==> config.mk <==
export PLATFORM = sky130hd
export DESIGN_NAME = rss_sequencer
export DESIGN_NICKNAME = d
export VERILOG_FILES = /design/src/logic/rss_pkg.sv /design/src/logic/rss_timer_if.sv /design/src/logic/rss_rst_sync.sv /design/src/logic/rss_wait_timer.sv /design/src/logic/rss_sequencer.sv
export SDC_FILE = /design/constraint.sdc
export NUM_CORES = 1
export LEC_CHECK = 0
export BUFFER_PORTS_ARGS = -buffer_cell sky130_fd_sc_hd__buf_2
export CORE_MARGIN = 10
export CORE_UTILIZATION = 39
export DETAILED_ROUTE_END_ITERATION = 6
export SLEW_MARGIN = 0
export SYNTH_ARGS = -nofsm -noshare
export SYNTH_HDL_FRONTEND = slang
export SYNTH_SLANG_ARGS = --single-unit
export TNS_END_PERCENT = 30
==> constraint.sdc <==
create_clock -name clk -period 5.2 [get_ports clk]
set_clock_uncertainty 0.2 [all_clocks]
set_input_delay 0.26 -clock clk [delete_from_list [all_inputs] [get_ports clk]]
set_output_delay 0.26 -clock clk [all_outputs]
set_load 0.05 [all_outputs]
==> src/logic/rss_pkg.sv <==
package rss_pkg;

  // ****************************************************************
  // Register map
  // ****************************************************************
  localparam logic [7:0] OFS_DELAY_LOW      = 8'h20;
  localparam logic [7:0] OFS_DELAY_HIGH     = 8'h21;
  localparam logic [7:0] OFS_ASSIGN_A       = 8'h22;
  localparam logic [7:0] OFS_ASSIGN_B       = 8'h23;

  localparam logic [7:0] RST_DELAY_LOW      = 8'h00;
  localparam logic [7:0] RST_DELAY_HIGH     = 8'h00;
  localparam logic [7:0] RST_ASSIGN_A       = 8'h86;
  localparam logic [7:0] RST_ASSIGN_B       = 8'h84;

  localparam int         STRETCH_BIT        = 7;
  localparam int         SLOT9_BIT          = 0;
  localparam int         FIELD_HI_LSB       = 4;
  localparam int         FIELD_LO_LSB       = 0;
  localparam int         FIELD_W            = 4;
  localparam int         NUM_RAILS          = 4;

  // ****************************************************************
  // Strobe numbering
  // ****************************************************************
  localparam logic [3:0] STROBE_FIRST       = 4'h1;
  localparam logic [3:0] STROBE_SEALED_FIRST = 4'h3;
  localparam logic [3:0] STROBE_LAST        = 4'hA;
  localparam logic [3:0] CODE_MIN           = 4'h3;
  localparam logic [3:0] CODE_MAX           = 4'hA;

  // ****************************************************************
  // Timing
  // ****************************************************************
  localparam int CLK_HZ         = 250_000_000;
  localparam int WAIT_SHORT_MS  = 2;
  localparam int WAIT_LONG_MS   = 5;
  localparam int WAIT_SHORT_CYC = WAIT_SHORT_MS * (CLK_HZ / 1000);
  localparam int WAIT_LONG_CYC  = WAIT_LONG_MS * (CLK_HZ / 1000);
  localparam int STRETCH_MULT   = 10;
  localparam int TIMER_W        = 24;

  // ****************************************************************
  // Sequencer states
  // ****************************************************************
  typedef enum logic [1:0] {
    RSS_IDLE   = 2'h0,
    RSS_STROBE = 2'h1,
    RSS_WAIT   = 2'h3
  } rss_state_t;

endpackage : rss_pkg

==> src/logic/rss_timer_if.sv <==
`timescale 1ns/1ps
// ****************************************************************
// Wait timer handshake
// ****************************************************************
interface rss_timer_if #(
  parameter int W = rss_pkg::TIMER_W
);
  logic         load;
  logic [W-1:0] cycles;
  logic         done;

  modport ctl (output load, output cycles, input done);
  modport tmr (input load, input cycles, output done);
endinterface : rss_timer_if

==> src/logic/rss_rst_sync.sv <==
`timescale 1ns/1ps
// ****************************************************************
// Reset release synchroniser
// ****************************************************************
module rss_rst_sync (
  input  wire logic clk,     // System clock
  input  wire logic arst_n,  // Asynchronous reset in
  output logic      rst_n    // Reset, released on clock
);
  logic stage1;

  // Assert at once, release two edges later to avoid metastable exit
  always_ff @(posedge clk or negedge arst_n) begin
    if (!arst_n) begin
      stage1 <= 1'b0;
      rst_n  <= 1'b0;
    end else begin
      stage1 <= 1'b1;
      rst_n  <= stage1;
    end
  end
endmodule : rss_rst_sync

==> src/logic/rss_wait_timer.sv <==
`timescale 1ns/1ps
// ****************************************************************
// Inter-strobe wait counter
// ****************************************************************
module rss_wait_timer #(
  parameter int W = rss_pkg::TIMER_W
) (
  input  wire logic  clk,    // System clock
  input  wire logic  rst_n,  // Synchronous-release reset
  rss_timer_if.tmr   tif     // Load and done handshake
);
  logic [W-1:0] count;
  logic         running;

  // Done fires exactly cycles - 1 edges after the load edge
  assign tif.done = running && (count == W'(1));

  always_ff @(posedge clk or negedge rst_n) begin
    if (!rst_n) begin
      count   <= '0;
      running <= 1'b0;
    end else if (tif.load) begin
      count   <= tif.cycles;
      running <= 1'b1;
    end else if (running) begin
      count   <= count - W'(1);
      running <= (count != W'(1));
    end
  end
endmodule : rss_wait_timer

==> src/logic/rss_sequencer.sv <==
`timescale 1ns/1ps
// ****************************************************************
// Rail strobe sequencer with delay and assignment registers
// ****************************************************************
module rss_sequencer #(
  parameter int SHORT_CYCLES = rss_pkg::WAIT_SHORT_CYC,
  parameter int LONG_CYCLES  = rss_pkg::WAIT_LONG_CYC,
  parameter int STRETCH      = rss_pkg::STRETCH_MULT,
  parameter int TW           = rss_pkg::TIMER_W
) (
  input  wire logic       clk,                 // 250 MHz clock
  input  wire logic       arst_n,              // Async reset, low
  input  wire logic [7:0] reg_addr,            // Register subaddress
  input  wire logic       reg_wr_en,           // Write strobe
  input  wire logic [7:0] reg_wdata,           // Write data
  input  wire logic       reg_rd_en,           // Read strobe
  output logic      [7:0] reg_rdata,           // Read data, registered
  input  wire logic       power_up_req,        // Start power-up
  input  wire logic       power_down_req,      // Start power-down
  input  wire logic       freshness_seal_flag, // Seal broken when high
  output logic      [3:0] rail_en,             // Per-rail enables
  output logic      [3:0] strobe_num,          // Current strobe
  output logic            strobe_pulse,        // Strobe executed
  output logic            seq_busy,            // Sequence running
  output logic            seq_dir_down         // Running power-down
);

  // ****************************************************************
  // Functions
  // ****************************************************************
  function automatic logic field_hits(input logic [3:0] field,
                                      input logic [3:0] strobe);
    logic in_range;
    in_range = (field >= rss_pkg::CODE_MIN) &&
               (field <= rss_pkg::CODE_MAX);
    return in_range && (field == strobe);
  endfunction : field_hits

  function automatic logic [TW-1:0] wait_len(input logic long_sel,
                                             input logic stretch);
    int base;
    base = long_sel ? LONG_CYCLES : SHORT_CYCLES;
    if (stretch) begin
      base = base * STRETCH;
    end
    return TW'(base);
  endfunction : wait_len

  // ****************************************************************
  // Reset and timer
  // ****************************************************************
  logic rst_n;

  rss_rst_sync u_rst (
    .clk    (clk),
    .arst_n (arst_n),
    .rst_n  (rst_n)
  );

  rss_timer_if #(.W(TW)) tif ();

  rss_wait_timer #(.W(TW)) u_timer (
    .clk   (clk),
    .rst_n (rst_n),
    .tif   (tif)
  );

  // ****************************************************************
  // Registers
  // ****************************************************************
  logic [7:0] delay_select_low;
  logic       wait_slot_9;
  logic       power_down_stretch_factor;
  logic [7:0] buck_pair_a_strobe_assign;
  logic [7:0] buck_pair_b_strobe_assign;

  wire logic wr_low  = reg_wr_en && (reg_addr == rss_pkg::OFS_DELAY_LOW);
  wire logic wr_high = reg_wr_en && (reg_addr == rss_pkg::OFS_DELAY_HIGH);
  wire logic wr_a    = reg_wr_en && (reg_addr == rss_pkg::OFS_ASSIGN_A);
  wire logic wr_b    = reg_wr_en && (reg_addr == rss_pkg::OFS_ASSIGN_B);

  always_ff @(posedge clk or negedge rst_n) begin
    if (!rst_n) begin
      delay_select_low <= rss_pkg::RST_DELAY_LOW;
    end else if (wr_low) begin
      delay_select_low <= reg_wdata;
    end
  end

  always_ff @(posedge clk or negedge rst_n) begin
    if (!rst_n) begin
      wait_slot_9 <= rss_pkg::RST_DELAY_HIGH[rss_pkg::SLOT9_BIT];
      power_down_stretch_factor <=
        rss_pkg::RST_DELAY_HIGH[rss_pkg::STRETCH_BIT];
    end else if (wr_high) begin
      wait_slot_9               <= reg_wdata[rss_pkg::SLOT9_BIT];
      power_down_stretch_factor <= reg_wdata[rss_pkg::STRETCH_BIT];
    end
  end

  always_ff @(posedge clk or negedge rst_n) begin
    if (!rst_n) begin
      buck_pair_a_strobe_assign <= rss_pkg::RST_ASSIGN_A;
      buck_pair_b_strobe_assign <= rss_pkg::RST_ASSIGN_B;
    end else begin
      if (wr_a) begin
        buck_pair_a_strobe_assign <= reg_wdata;
      end
      if (wr_b) begin
        buck_pair_b_strobe_assign <= reg_wdata;
      end
    end
  end

  // Reserved bits of the high delay register read back as zero
  wire logic [7:0] high_view = {power_down_stretch_factor, 6'h00,
                                wait_slot_9};

  logic [7:0] next_rdata;
  always_comb begin
    case (reg_addr)
      rss_pkg::OFS_DELAY_LOW:  next_rdata = delay_select_low;
      rss_pkg::OFS_DELAY_HIGH: next_rdata = high_view;
      rss_pkg::OFS_ASSIGN_A:   next_rdata = buck_pair_a_strobe_assign;
      rss_pkg::OFS_ASSIGN_B:   next_rdata = buck_pair_b_strobe_assign;
      default:                 next_rdata = 8'h00;
    endcase
  end

  always_ff @(posedge clk or negedge rst_n) begin
    if (!rst_n) begin
      reg_rdata <= 8'h00;
    end else if (reg_rd_en) begin
      reg_rdata <= next_rdata;
    end
  end

  // ****************************************************************
  // Rail field decode
  // ****************************************************************
  wire logic [3:0] buck_rail_1_strobe_field =
    buck_pair_a_strobe_assign[rss_pkg::FIELD_LO_LSB +: rss_pkg::FIELD_W];
  wire logic [3:0] buck_rail_2_strobe_field =
    buck_pair_a_strobe_assign[rss_pkg::FIELD_HI_LSB +: rss_pkg::FIELD_W];
  wire logic [3:0] pair_b_lo_field =
    buck_pair_b_strobe_assign[rss_pkg::FIELD_LO_LSB +: rss_pkg::FIELD_W];
  wire logic [3:0] pair_b_hi_field =
    buck_pair_b_strobe_assign[rss_pkg::FIELD_HI_LSB +: rss_pkg::FIELD_W];

  wire logic [3:0] rail_hit = {
    field_hits(pair_b_hi_field, strobe_num),
    field_hits(pair_b_lo_field, strobe_num),
    field_hits(buck_rail_2_strobe_field, strobe_num),
    field_hits(buck_rail_1_strobe_field, strobe_num)
  };

  // Wait slot n sits between strobe n and n+1; index is slot - 1
  wire logic [8:0] wait_sel = {wait_slot_9, delay_select_low};
  wire logic [3:0] slot_up  = strobe_num;
  wire logic [3:0] slot_dn  = strobe_num - 4'h1;
  wire logic [3:0] slot_idx = (seq_dir_down ? slot_dn : slot_up) - 4'h1;
  wire logic       slot_long = wait_sel[slot_idx];

  // Stretch only applies on the way down
  wire logic stretch_now = seq_dir_down && power_down_stretch_factor;

  // Strobes 1 and 2 only exist while the seal is intact
  wire logic [3:0] low_strobe = freshness_seal_flag ?
                                rss_pkg::STROBE_SEALED_FIRST :
                                rss_pkg::STROBE_FIRST;

  wire logic at_end = seq_dir_down ? (strobe_num <= low_strobe)
                                   : (strobe_num >= rss_pkg::STROBE_LAST);

  // ****************************************************************
  // Sequencer
  // ****************************************************************
  rss_pkg::rss_state_t state;
  rss_pkg::rss_state_t next_state;

  wire logic start_up   = (state == rss_pkg::RSS_IDLE) && power_up_req;
  wire logic start_down = (state == rss_pkg::RSS_IDLE) && !power_up_req &&
                          power_down_req;
  wire logic in_strobe  = (state == rss_pkg::RSS_STROBE);

  assign tif.load     = in_strobe && !at_end;
  assign tif.cycles   = wait_len(slot_long, stretch_now);
  assign strobe_pulse = in_strobe;
  assign seq_busy     = (state != rss_pkg::RSS_IDLE);

  always_comb begin
    case (state)
      rss_pkg::RSS_IDLE: begin
        next_state = (start_up || start_down) ? rss_pkg::RSS_STROBE
                                              : rss_pkg::RSS_IDLE;
      end
      rss_pkg::RSS_STROBE: begin
        next_state = at_end ? rss_pkg::RSS_IDLE : rss_pkg::RSS_WAIT;
      end
      rss_pkg::RSS_WAIT: begin
        next_state = tif.done ? rss_pkg::RSS_STROBE : rss_pkg::RSS_WAIT;
      end
      default: begin
        next_state = rss_pkg::RSS_IDLE;
      end
    endcase
  end

  always_ff @(posedge clk or negedge rst_n) begin
    if (!rst_n) begin
      state <= rss_pkg::RSS_IDLE;
    end else begin
      state <= next_state;
    end
  end

  always_ff @(posedge clk or negedge rst_n) begin
    if (!rst_n) begin
      seq_dir_down <= 1'b0;
    end else if (start_up) begin
      seq_dir_down <= 1'b0;
    end else if (start_down) begin
      seq_dir_down <= 1'b1;
    end
  end

  // Strobe counter: up from the lowest live strobe, down from the last
  always_ff @(posedge clk or negedge rst_n) begin
    if (!rst_n) begin
      strobe_num <= 4'h0;
    end else if (start_up) begin
      strobe_num <= low_strobe;
    end else if (start_down) begin
      strobe_num <= rss_pkg::STROBE_LAST;
    end else if ((state == rss_pkg::RSS_WAIT) && tif.done) begin
      strobe_num <= seq_dir_down ? strobe_num - 4'h1
                                 : strobe_num + 4'h1;
    end
  end

  // Rails outside sequencer control keep their level throughout
  always_ff @(posedge clk or negedge rst_n) begin
    if (!rst_n) begin
      rail_en <= 4'h0;
    end else if (in_strobe) begin
      rail_en <= seq_dir_down ? (rail_en & ~rail_hit)
                              : (rail_en | rail_hit);
    end
  end

endmodule : rss_sequencer

==> flow_summary_export.csv, run 1 <==
group,metric,value,unit
clock_network,numCtsBuffers,9,
clock_network,clk_pin_slew,0.08,ns
synthesis,synth_edf_count,0,
worst_setup_path,cp_data_arrival_time,3.36,ns
pwr,p_clk_share,38.8,%
pwr,p_int,0.801,mW
pwr,powerDensity,231,nW/um^2
grt,grt_max_degree,71,
final_layout,design_area,4550,sq um
sta,post-route-min-period,3.35,ns
sta,fin_crit_sh,64.4,%
final_layout,instances_no_fill,556,
clock_network,h-tree-depth,3,
synthesis,syn_nets,409,
worst_setup_path,end_kind,"register",
worst_setup_path,path_class,"reg2reg",
sta,finalWorstSetupSlack,1.85,ns
synthesis,synth_warnings,0,
pwr,pwr-share-seq,55.4,%
final_layout,nNetsFinal,456,
sta,drv_slew,0,
final_layout,nFillCells,948,
clock_network,ctsResizeCount,0,
synthesis,synth_top_cell_by_area,"dfrtp_1",
worst_setup_path,worstReg2RegStart,"seq_dir_down",
drt,antenna_left,0,
drt,wl_met3,198,um
drt,wl_per_cell,16.1,um
pwr,finalPower,1.05,mW
final_layout,regArea,1810,sq um
final_layout,diodes,0,
place,dpl_worst_slack,1.87,ns
sta,timing.hold.ws,0.0151,ns
final_layout,fin_util,46.4,%
sta,setup_tns,0,ns
synthesis,synth_top_area_share,42.4,%
worst_hold_path,hold_depth,2,
synthesis,synth_cells,371,
drt,via_per_inst,5.19,
worst_hold_path,min_from,"reg_rd_en",
place,place_hpwl,6460,um
clock_network,clkLatencyLatePin,0.35,ns
drt,routed_wl,8940,um
pwr,switching_share,24.0,%
floorplanning,die_width,121,um
floorplanning,chipHeight,121,um
pwr,ir_drop,0.140,mV
run_status,status,"finished clean",
sta,worst_pin_slew,0.886,ns
worst_setup_path,cp-start-kind,"register",
synthesis,yosys-top-cells-area,"dfrtp_1 (42%), mux2_2 (10%), xnor2_1 (4.9%), ha_1 (4.7%), xor2_1 (4.2%)",
place,numPortBuffers,41,
drt,wl_met2,4370,um
worst_setup_path,r2r_end,"u_timer.count[5]",
clock_network,cts.path.max_buffers,2,
floorplanning,core,9820,sq um
drt,vias,2888,
sta,rsz0062_at_grt,"no",
grt,antenna_found_initial,0,
final_layout,syn2layout_area_growth,15.2,%
floorplanning,die_area,14600,sq um
worst_setup_path,r2r_cells,12,
worst_setup_path,worstPathRequired,5.21,ns
synthesis,syn_area,3960,sq um
synthesis,synthTopCellsByCount,"dfrtp_1 (67), mux2_2 (35), inv_1 (23)",
sta,setup_viol,0,
place,gp_congestion,0.827,
drt,met1_length,4150,um
synthesis,ys_types,53,
clock_network,cts_sinks,72,
worst_hold_path,hp-class,"in2reg",
synthesis,synth-seq-cells,72,
pwr,leakage,2.00,nW
clock_network,post_cts_buffers,0,
synthesis,syn_avg_cell_area,10.7,sq um
grt,grt_pass1_vias,2940,
synthesis,synthArstFlopShare,100,%
grt,grtUsageTotal,12.6,%
sta,final_hold_viol_count,0,
worst_setup_path,crit_fanout,17,
floorplanning,start_util,40.3,%
worst_hold_path,min_to,"reg_rdata[6]",
floorplanning,rows,36,
synthesis,ys_seq_area_share,45.7,%
sta,max_freq,299,MHz
drt,highest_layer,"met4",
worst_setup_path,r2r_slack,1.85,ns
synthesis,synthFlopType,"dfrtp_1",
drt,drtIter0Drc,162,
pwr,power_frac_comb,5.8,%
final_layout,multi_input_area,1990,sq um
grt,gr-total-overflow,0,
synthesis,yosysMostFrequentCell,"dfrtp_1",
sta,slew-limit-headroom,40.9,%
clock_network,cts_tree,"built",
clock_network,cts-root-buf,"clkbuf_8",
place,postPlaceCellArea,4280,sq um
place,dpl.cell_count,530,
drt,drtPass1Iterations,4,
pwr,netSwitchingPower,0.253,mW
floorplanning,io_pins,42,
final_layout,drive_gt1_share,26.0,%
drt,drc_errors,0,
job,maxCapViolations,0,
grt,grt_first_pass_wirelength,14900,um
[routing by layer]
metal  global-route usage (%)  up-vias
li1                         -     1413
met1                     15.7     1425
met2                     20.7       33
met3                     2.37       17
met4                     5.88        0
met5                        0        -
[placed cells by master, fill, tap and decap left out, types with 5 or more instances in the layout]
cell,count
dfstp_2,5
nor2_1,19
xnor2_1,22
a21oi_1,17
or3_1,5
dlygate4sd3_1,10
mux2i_1,5
dfrtp_1,66
a22oi_1,6
mux2_2,35
nand2_1,19
inv_1,23
o21ai_0,13
nor3_1,13
clkbuf_8,11
buf_2,41
ha_1,15
nor4_1,13
o22ai_1,8
xor2_1,19
[power groups by stage]
stage,Sequential [mW],Combinational (mW),Clock [mW]
finish,0.584,0.0612,0.409
floorplan,0.597,0.0286,0
global route,0.585,0.0686,0.443
detailed placement,0.595,0.0563,0
CTS,0.584,0.0629,0.416
global placement,0.595,0.0548,0
[registers in the layout, summed over array words and instances (netlist names), named ones only]
name	flops
u_timer.count	24
u_timer.running	1
power_down_stretch_factor	1
wait_slot_9	1
delay_select_low	8
buck_pair_a_strobe_assign	8
reg_rdata	8
strobe_num	4
u_rst.rst_n	1
state	2
buck_pair_b_strobe_assign	8
u_rst.stage1	1
seq_dir_down	1
[worst max-delay path, cell delays in order (launching register included)]
cell,delay [ns]
dfrtp_1,0.65
inv_1,0.16
ha_1,0.45
inv_1,0.09
ha_1,0.22
xnor2_1,0.14
xnor2_1,0.24
nand4_1,0.12
o22a_1,0.29
ha_1,0.34
inv_1,0.04
nor2_1,0.20
a31oi_1,0.06
[final cells by class]
| type | instances | area share, % |
|---|---|---|
| clock buffer | 13 | 3.49 |
| clock inverter | 3 | 0.412 |
| inverter | 23 | 1.90 |
| multi-input combinational | 259 | 43.8 |
| sequential | 72 | 39.7 |
| tap | 133 | 3.65 |
| timing repair buffer | 53 | 7.03 |
[logic make-up (layout without fill, tap and decap cells)]
family                   count (synthesis)  in the layout  share of synthesized area (%)
multiplexers                            44             44                           13.5
adder cells (fa/ha/maj)                 15             15                           4.75
AND/OR/NAND/NOR                         98             98                           13.5
flip-flops                              72             72                           45.7
AO/OA/AOI/OAI                           60             60                           9.52
XOR/XNOR                                41             41                           9.08
other                                    1              1                         0.0948
buffers and inverters                   40             92                           3.86
[how the worst max path moves through the flow]
stage / startpoint / cells after the start / end / slack (ns)
6_report: seq_dir_down / 12 / u_timer.count[5] / 1.85
5_1_grt: strobe_num[0] / 12 / u_timer.count[23] / 1.56
4_1_cts: seq_dir_down / 12 / u_timer.count[5] / 1.85
3_5_place_dp: seq_dir_down / 12 / u_timer.count[5] / 1.87
3_3_place_gp: seq_dir_down / 12 / u_timer.count[21] / 1.97
2_1_floorplan: strobe_num[0] / 13 / u_timer.count[10] / 1.80
[repair_timing]
action                     4_1_cts  5_1_grt
hold buffers                    10        0
setup endpoints to repair        0        0
hold endpoints to repair        25        0
Power figures use the tool's default switching activity.
==> inputs of run 2 (changes only) <==
- ABC_AREA: unset -> 1
- clock period: 5.2 -> 3.2 ns (I/O delays scaled with it)
==> run 2 against run 1 <==
  * Die area increased by 12%
  * Critical path type unchanged
  * Setup slack got worse by 1.5 ns
  * Largest cell class unchanged
  * Non-clock buffer count up 7
  * Critical path depth increased by 9
  * Total power increased by 110%
  * Fmax is 17% higher
  * First-iteration DRC count increased by 130%
  * Wire length increased by 38%
  * Highest routed layer unchanged
==> flow_summary_export.csv, run 2 <==
group,metric,value,unit
drt,via_per_inst,5.09,
synthesis,synth_edf_count,0,
sta,post-route-min-period,2.87,ns
worst_setup_path,slowest_stage,"dfrtp_2",
floorplanning,core,11400,sq um
worst_setup_path,crit_path_max_incr_delay,0.42,ns
clock_network,cts-root-buf,"clkbuf_16",
synthesis,syn_nets,659,
sta,setup_viol,0,
drt,antenna_left,0,
pwr,switching_share,26.4,%
drt,drtPass1Iterations,5,
grt,grt_pass1_vias,4219,
drt,wl_per_cell,14.9,um
sta,final_hold_viol_count,0,
drt,vias,4222,
worst_setup_path,worstPathRequired,3.20,ns
sta,slew-limit-headroom,49.2,%
floorplanning,rows,39,
sta,max_freq,349,MHz
place,numPortBuffers,41,
sta,setup_tns,0,ns
sta,finalWorstSetupSlack,0.331,ns
synthesis,synth-seq-cells,72,
sta,fin_crit_sh,89.6,%
pwr,ir_drop,0.203,mV
pwr,p_clk_share,47.1,%
synthesis,yosys-top-cells-area,"dfrtp_1 (37%), nand2_1 (16%), nor2_1 (5.5%), o21ai_0 (5.3%), inv_1 (5.3%)",
worst_setup_path,cp-start-kind,"register",
final_layout,fin_util,46.9,%
worst_setup_path,end_kind,"register",
synthesis,synthFlopType,"dfrtp_1",
final_layout,largest_register_ffs,24,
pwr,p_int,1.62,mW
pwr,netSwitchingPower,0.581,mW
clock_network,cts.path.max_buffers,2,
synthesis,synth_top_cell_by_area,"dfrtp_1",
grt,grtUsageTotal,15.5,%
final_layout,top_register,"u_timer.count",
synthesis,synth_top_area_share,37.1,%
grt,antenna_found_initial,0,
pwr,powerDensity,413,nW/um^2
synthesis,synth_cells,621,
worst_hold_path,hold_depth,3,
final_layout,multi_input_area,2370,sq um
worst_setup_path,worstPathCellList,"inv_4 > ha_1 > inv_1 > nand2_1 > nand2_1 > inv_1 > ha_4 > inv_1 > nor2_1 > o21ai_0 > nand2_1 > nand2_1 > nand2_1 > nand2_1 > nand2_1 > inv_1 > ha_1 > nor2_1 > o21ai_0 > nand2_1 > o21ai_0",
place,gp_congestion,0.932,
worst_setup_path,r2r_cells,21,
synthesis,ys_seq_area_share,40.0,%
final_layout,final_cell_mix,"nand2_1 (193), nor2_1 (66), inv_1 (64)",
floorplanning,start_util,39.8,%
final_layout,final_common_cell,"nand2_1",
floorplanning,die_area,16300,sq um
clock_network,post_cts_buffers,0,
pwr,pwr-share-seq,43.8,%
place,place_hpwl,9160,um
synthesis,ys_types,40,
sta,rsz0062_at_grt,"no",
sta,drv_slew,0,
sta,worst_pin_slew,0.761,ns
place,dpl_worst_slack,0.155,ns
worst_setup_path,cp_data_arrival_time,2.87,ns
final_layout,drive_gt1_share,16.3,%
grt,gr-total-overflow,0,
synthesis,synthArstFlopShare,100,%
synthesis,yosysMostFrequentCell,"nand2_1",
pwr,finalPower,2.20,mW
final_layout,syn2layout_area_growth,18.0,%
floorplanning,die_width,128,um
synthesis,syn_area,4520,sq um
grt,grt_first_pass_wirelength,20900,um
synthesis,syn_avg_cell_area,7.28,sq um
final_layout,diodes,0,
pwr,leakage,2.83,nW
clock_network,clk_pin_slew,0.07,ns
final_layout,regArea,1810,sq um
clock_network,numCtsBuffers,9,
grt,grt_max_degree,38,
job,maxCapViolations,0,
worst_setup_path,cpMostUsedCell,"nand2_1",
worst_hold_path,hp-class,"in2reg",
synthesis,synth_warnings,0,
run_status,status,"finished clean",
floorplanning,chipHeight,128,um
synthesis,synthTopCellsByCount,"nand2_1 (193), dfrtp_1 (67), nor2_1 (66)",
final_layout,nNetsFinal,719,
worst_setup_path,path_class,"reg2reg",
final_layout,nFillCells,1126,
clock_network,clkLatencyLatePin,0.35,ns
clock_network,h-tree-depth,3,
worst_setup_path,crit_fanout,7,
drt,drtIter0Drc,368,
clock_network,cts_tree,"built",
drt,drc_errors,0,
pwr,power_frac_comb,9.1,%
clock_network,cts_sinks,72,
floorplanning,io_pins,42,
drt,routed_wl,12300,um
[run 2: routing by layer]
layer	part of all wire, %	wire length [um]	GRT usage, %	up-vias
met4	0.75	92	3.97	0
li1	-	-	-	2108
met2	45	5520	24.2	126
met1	48	5910	21.5	1978
met3	6.4	794	3.14	10
met5	0	0	0	-
[run 2: path summary, 6_finish.rpt]
| check | from | to | slack (ns) |
|---|---|---|---|
| worst min-delay path | reg_wr_en | wait_slot_9 | 0.03 |
| min in group asynchronous | u_rst.rst_n | u_timer.count[3] | 0.14 |
| max in group asynchronous | u_rst.rst_n | buck_pair_a_strobe_assign[7] | 1.93 |
| worst max register to register | strobe_num[0] | u_timer.count[8] | 0.33 |
| worst min register to register | u_rst.rst_n | u_timer.count[3] | 0.14 |
| worst max-delay path | strobe_num[0] | u_timer.count[8] | 0.33 |
[run 2: per-stage QoR]
step | area [sq um] | instances | hold slack (ns)
floorplan | 4520 | 621 | -0.336
global placement | 4880 | 801 | -0.256
detailed placement | 4880 | 801 | -0.254
CTS | 5300 | 829 | 0.0274
global route | 5340 | 829 | 0.0589
finish | 5340 | 829 | 0.0273
[run 2: critical path: cells and delay by family (launching register included)]
kind                       cells  cell delay [ns]
and+or+nand+nor               10             0.70
AOI/OAI and AO/OA              3             0.27
adders and majority gates      3             0.75
buffers and inverters          5             0.37
DFF                            1             0.42
[run 2: repair_timing]
action	CTS	global route
endpoints found under the hold margin	35	0
gates resized for setup	0	6
endpoints found under the setup margin	0	5
hold buffers	12	0
[run 2: cell type report]
type,instances,share of cell area [%]
Timing Repair Buffer,60,7.32
Sequential cell,72,34.0
Tap cell,143,3.35
Clock buffer,9,4.22
Multi-Input combinational cell,465,44.5
Inverter,73,5.21
Clock inverter,7,1.43
[run 2: cells by family (layout without fill, tap and decap cells)]
logic type	Yosys count	count (layout)	synth area share [%]
AOI/OAI and AO/OA	89	89	11.5
buffers and inverters	84	149	8.14
and+or+nand+nor	341	341	32.5
other	1	1	0.0830
xor gates and xnor gates	19	19	3.68
DFF	72	72	40.0
adders and majority gates	15	15	4.15
[run 2: power by group through the flow]
stage	clock, mW	combinational, mW	sequential, mW
2_1_floorplan	0	0.106	0.987
3_3_place_gp	0	0.176	0.981
3_5_place_dp	0	0.181	0.982
4_1_cts	1.06	0.193	0.966
5_1_grt	1.09	0.229	0.970
6_report	1.04	0.200	0.966
==> inputs of run 3 (changes only) <==
- CORE_UTILIZATION: 39 -> 55
- PLACE_DENSITY: unset -> 0.74
- SYNTH_HIERARCHICAL: unset -> 1
==> run 3 against run 2 <==
  * The flow now finishes with violations (hold timing)
  * Sequential power is 41% higher
  * Critical path depth is 3 lower
  * Fmax is 3.6% lower
  * Clock power is 27% lower
  * Non-clock buffer count is 4 higher
  * Cell area is 2.5% higher
  * Total power is 110% higher
  * Via count is 6.4% higher
  * Synthesized cell count is 2.6% higher
==> flow_summary_export.csv, run 3 <==
group,metric,value,unit
final_layout,syn2layout_area_growth,13.8,%
sta,setup_tns,0,ns
drt,routed_wl,12300,um
worst_setup_path,r2r_cells,18,
final_layout,final_cell_mix,"nand2_1 (174), nand3_1 (72), inv_1 (65)",
synthesis,syn_avg_cell_area,7.54,sq um
final_layout,largest_register_ffs,24,
synthesis,synth_cells,637,
sta,setup_viol,0,
pwr,powerDensity,867,nW/um^2
pwr,finalPower,4.74,mW
final_layout,final_common_cell,"nand2_1",
clock_network,clkLatencyLatePin,0.35,ns
synthesis,yosys-top-cells-area,"dfrtp_1 (35%), nand2_1 (14%), nand3_1 (7.5%), inv_1 (5.1%), ha_1 (3.9%)",
worst_hold_path,hold_depth,4,
run_status,status,"finished with violations",
clock_network,h-tree-depth,3,
place,gp_congestion,0.940,
sta,slew-limit-headroom,48.8,%
sta,worst_pin_slew,0.768,ns
worst_setup_path,r2r_slack,0.23,ns
drt,drtPass1Iterations,5,
drt,drc_errors,0,
final_layout,drive_gt1_share,19.8,%
worst_setup_path,path_class,"reg2reg",
sta,final_hold_viol_count,1,
sta,drv_slew,0,
worst_setup_path,worstPathRequired,3.24,ns
place,dpl.cell_count,780,
worst_setup_path,end_kind,"register",
place,place_hpwl,8970,um
grt,grt_first_pass_wirelength,20800,um
place,numPortBuffers,41,
clock_network,cts_sinks,72,
synthesis,synthArstFlopShare,100,%
synthesis,synth-seq-cells,72,
synthesis,synth_warnings,6,
grt,gr-total-overflow,0,
drt,via_per_inst,5.54,
synthesis,syn_area,4800,sq um
grt,antenna_found_initial,0,
final_layout,design_area,5470,sq um
synthesis,synth_top_cell_by_area,"dfrtp_1",
final_layout,top_register,"u_timer/count",
floorplanning,start_util,55.9,%
job,maxCapViolations,0,
worst_setup_path,cp-start-kind,"register",
clock_network,numCtsBuffers,9,
clock_network,cts_tree,"built",
drt,wl_per_cell,15.2,um
sta,rsz0062_at_grt,"no",
grt,grt_pass1_vias,4319,
pwr,leakage,2.78,nW
synthesis,ys_seq_area_share,37.6,%
worst_hold_path,hp-class,"in2reg",
floorplanning,chipHeight,113,um
clock_network,cts-root-buf,"clkbuf_8",
sta,post-route-min-period,2.97,ns
place,dpl_worst_slack,0.163,ns
clock_network,clk_pin_slew,0.08,ns
sta,max_freq,336,MHz
synthesis,yosysMostFrequentCell,"nand2_1",
worst_setup_path,crit_fanout,12,
sta,fin_crit_sh,93.0,%
floorplanning,rows,34,
final_layout,instances_no_fill,810,
floorplanning,io_pins,42,
floorplanning,die_width,113,um
run_status,failed_checks,"hold timing",
synthesis,synthTopCellsByCount,"nand2_1 (174), nand3_1 (72), dfrtp_1 (67)",
final_layout,fin_util,63.6,%
grt,grtUsageTotal,19.4,%
drt,vias,4491,
synthesis,synth_top_area_share,34.9,%
grt,grt_max_degree,37,
floorplanning,die_area,12900,sq um
synthesis,ys_types,39,
synthesis,synth_edf_count,0,
clock_network,cts.path.max_buffers,2,
drt,drtIter0Drc,318,
sta,finalWorstSetupSlack,0.226,ns
floorplanning,core,8590,sq um
pwr,ir_drop,0.362,mV
synthesis,synthFlopType,"dfrtp_1",
drt,antenna_left,0,
worst_setup_path,cp_data_arrival_time,3.01,ns
final_layout,diodes,0,
place,postPlaceCellArea,5110,sq um
final_layout,nNetsFinal,735,
sta,timing.hold.ws,-0.00176,ns
-- run 3: cell types whose count changed in the layout (fill, tap and decap cells not counted), sizes merged, moves of 5 or more --
cell | previous run | this run
nor2 | 71 | 64
nand2 | 202 | 186
nand3 | 45 | 77
a22oi | 1 | 17
xor2 | 12 | 7
o21ai | 59 | 49
-- run 3: layout make-up --
class / count / area (sq um)
clock buffer: 10 / 138
clock inverter: 6 / 67.6
fill: 743 / 3130
inverter: 73 / 277
multi-input combinational: 477 / 2610
sequential: 72 / 1810
tap: 108 / 135
timing repair buffer: 64 / 425
-- run 3: metal layers --
layer	global-route usage [%]	routed length (um)
met5	0	0
met4	8.54	323
met3	2.78	619
met2	32.3	6070
met1	24.4	5270
-- run 3: final timing paths --
kind                                    start               end
worst max-delay path            strobe_num[0]  u_timer/count[8]
worst min-delay path             power_up_req      seq_dir_down
worst max register to register  strobe_num[0]  u_timer/count[8]
worst min register to register    u_rst/rst_n      reg_rdata[4]
max in group asynchronous         u_rst/rst_n     strobe_num[0]
min in group asynchronous         u_rst/rst_n      reg_rdata[4]
-- run 3: power breakdown --
group | total [mW] | switching (mW) | internal (mW)
sequential | 1.36 | 0.242 | 1.12
clock | 0.760 | 0.376 | 0.384
combinational | 2.62 | 1.77 | 0.849
-- run 3: cell families after synthesis --
kind of cell / share of synthesized area (%)
flip-flops: 37.6
AO/OA/AOI/OAI: 12.5
buffers and inverters: 8.49
AND/OR/NAND/NOR: 35.1
XOR/XNOR: 2.19
adder cells (fa/ha/maj): 3.91
other: 0.156
-- run 3: worst max-delay path, stage by stage (launching register included) --
cell     delay (ns)
dfrtp_2        0.43
inv_4          0.12
ha_1           0.27
inv_1          0.06
nand2_1        0.06
nand2_1        0.07
inv_1          0.07
ha_4           0.28
inv_1          0.05
nor2_1         0.08
o21ai_0        0.09
nand2_1        0.07
nand2_1        0.04
nand2_1        0.08
a21oi_1        0.11
ha_1           0.23
or2_2          0.30
a22oi_1        0.18
o21ai_1        0.08
-- run 3: what timing repair did --
action / CTS / global route
gates resized for setup: 0 / 2
setup buffers: 0 / 0
hold buffers: 14 / 0
endpoints found under the hold margin: 38 / 0
endpoints found under the setup margin: 0 / 6
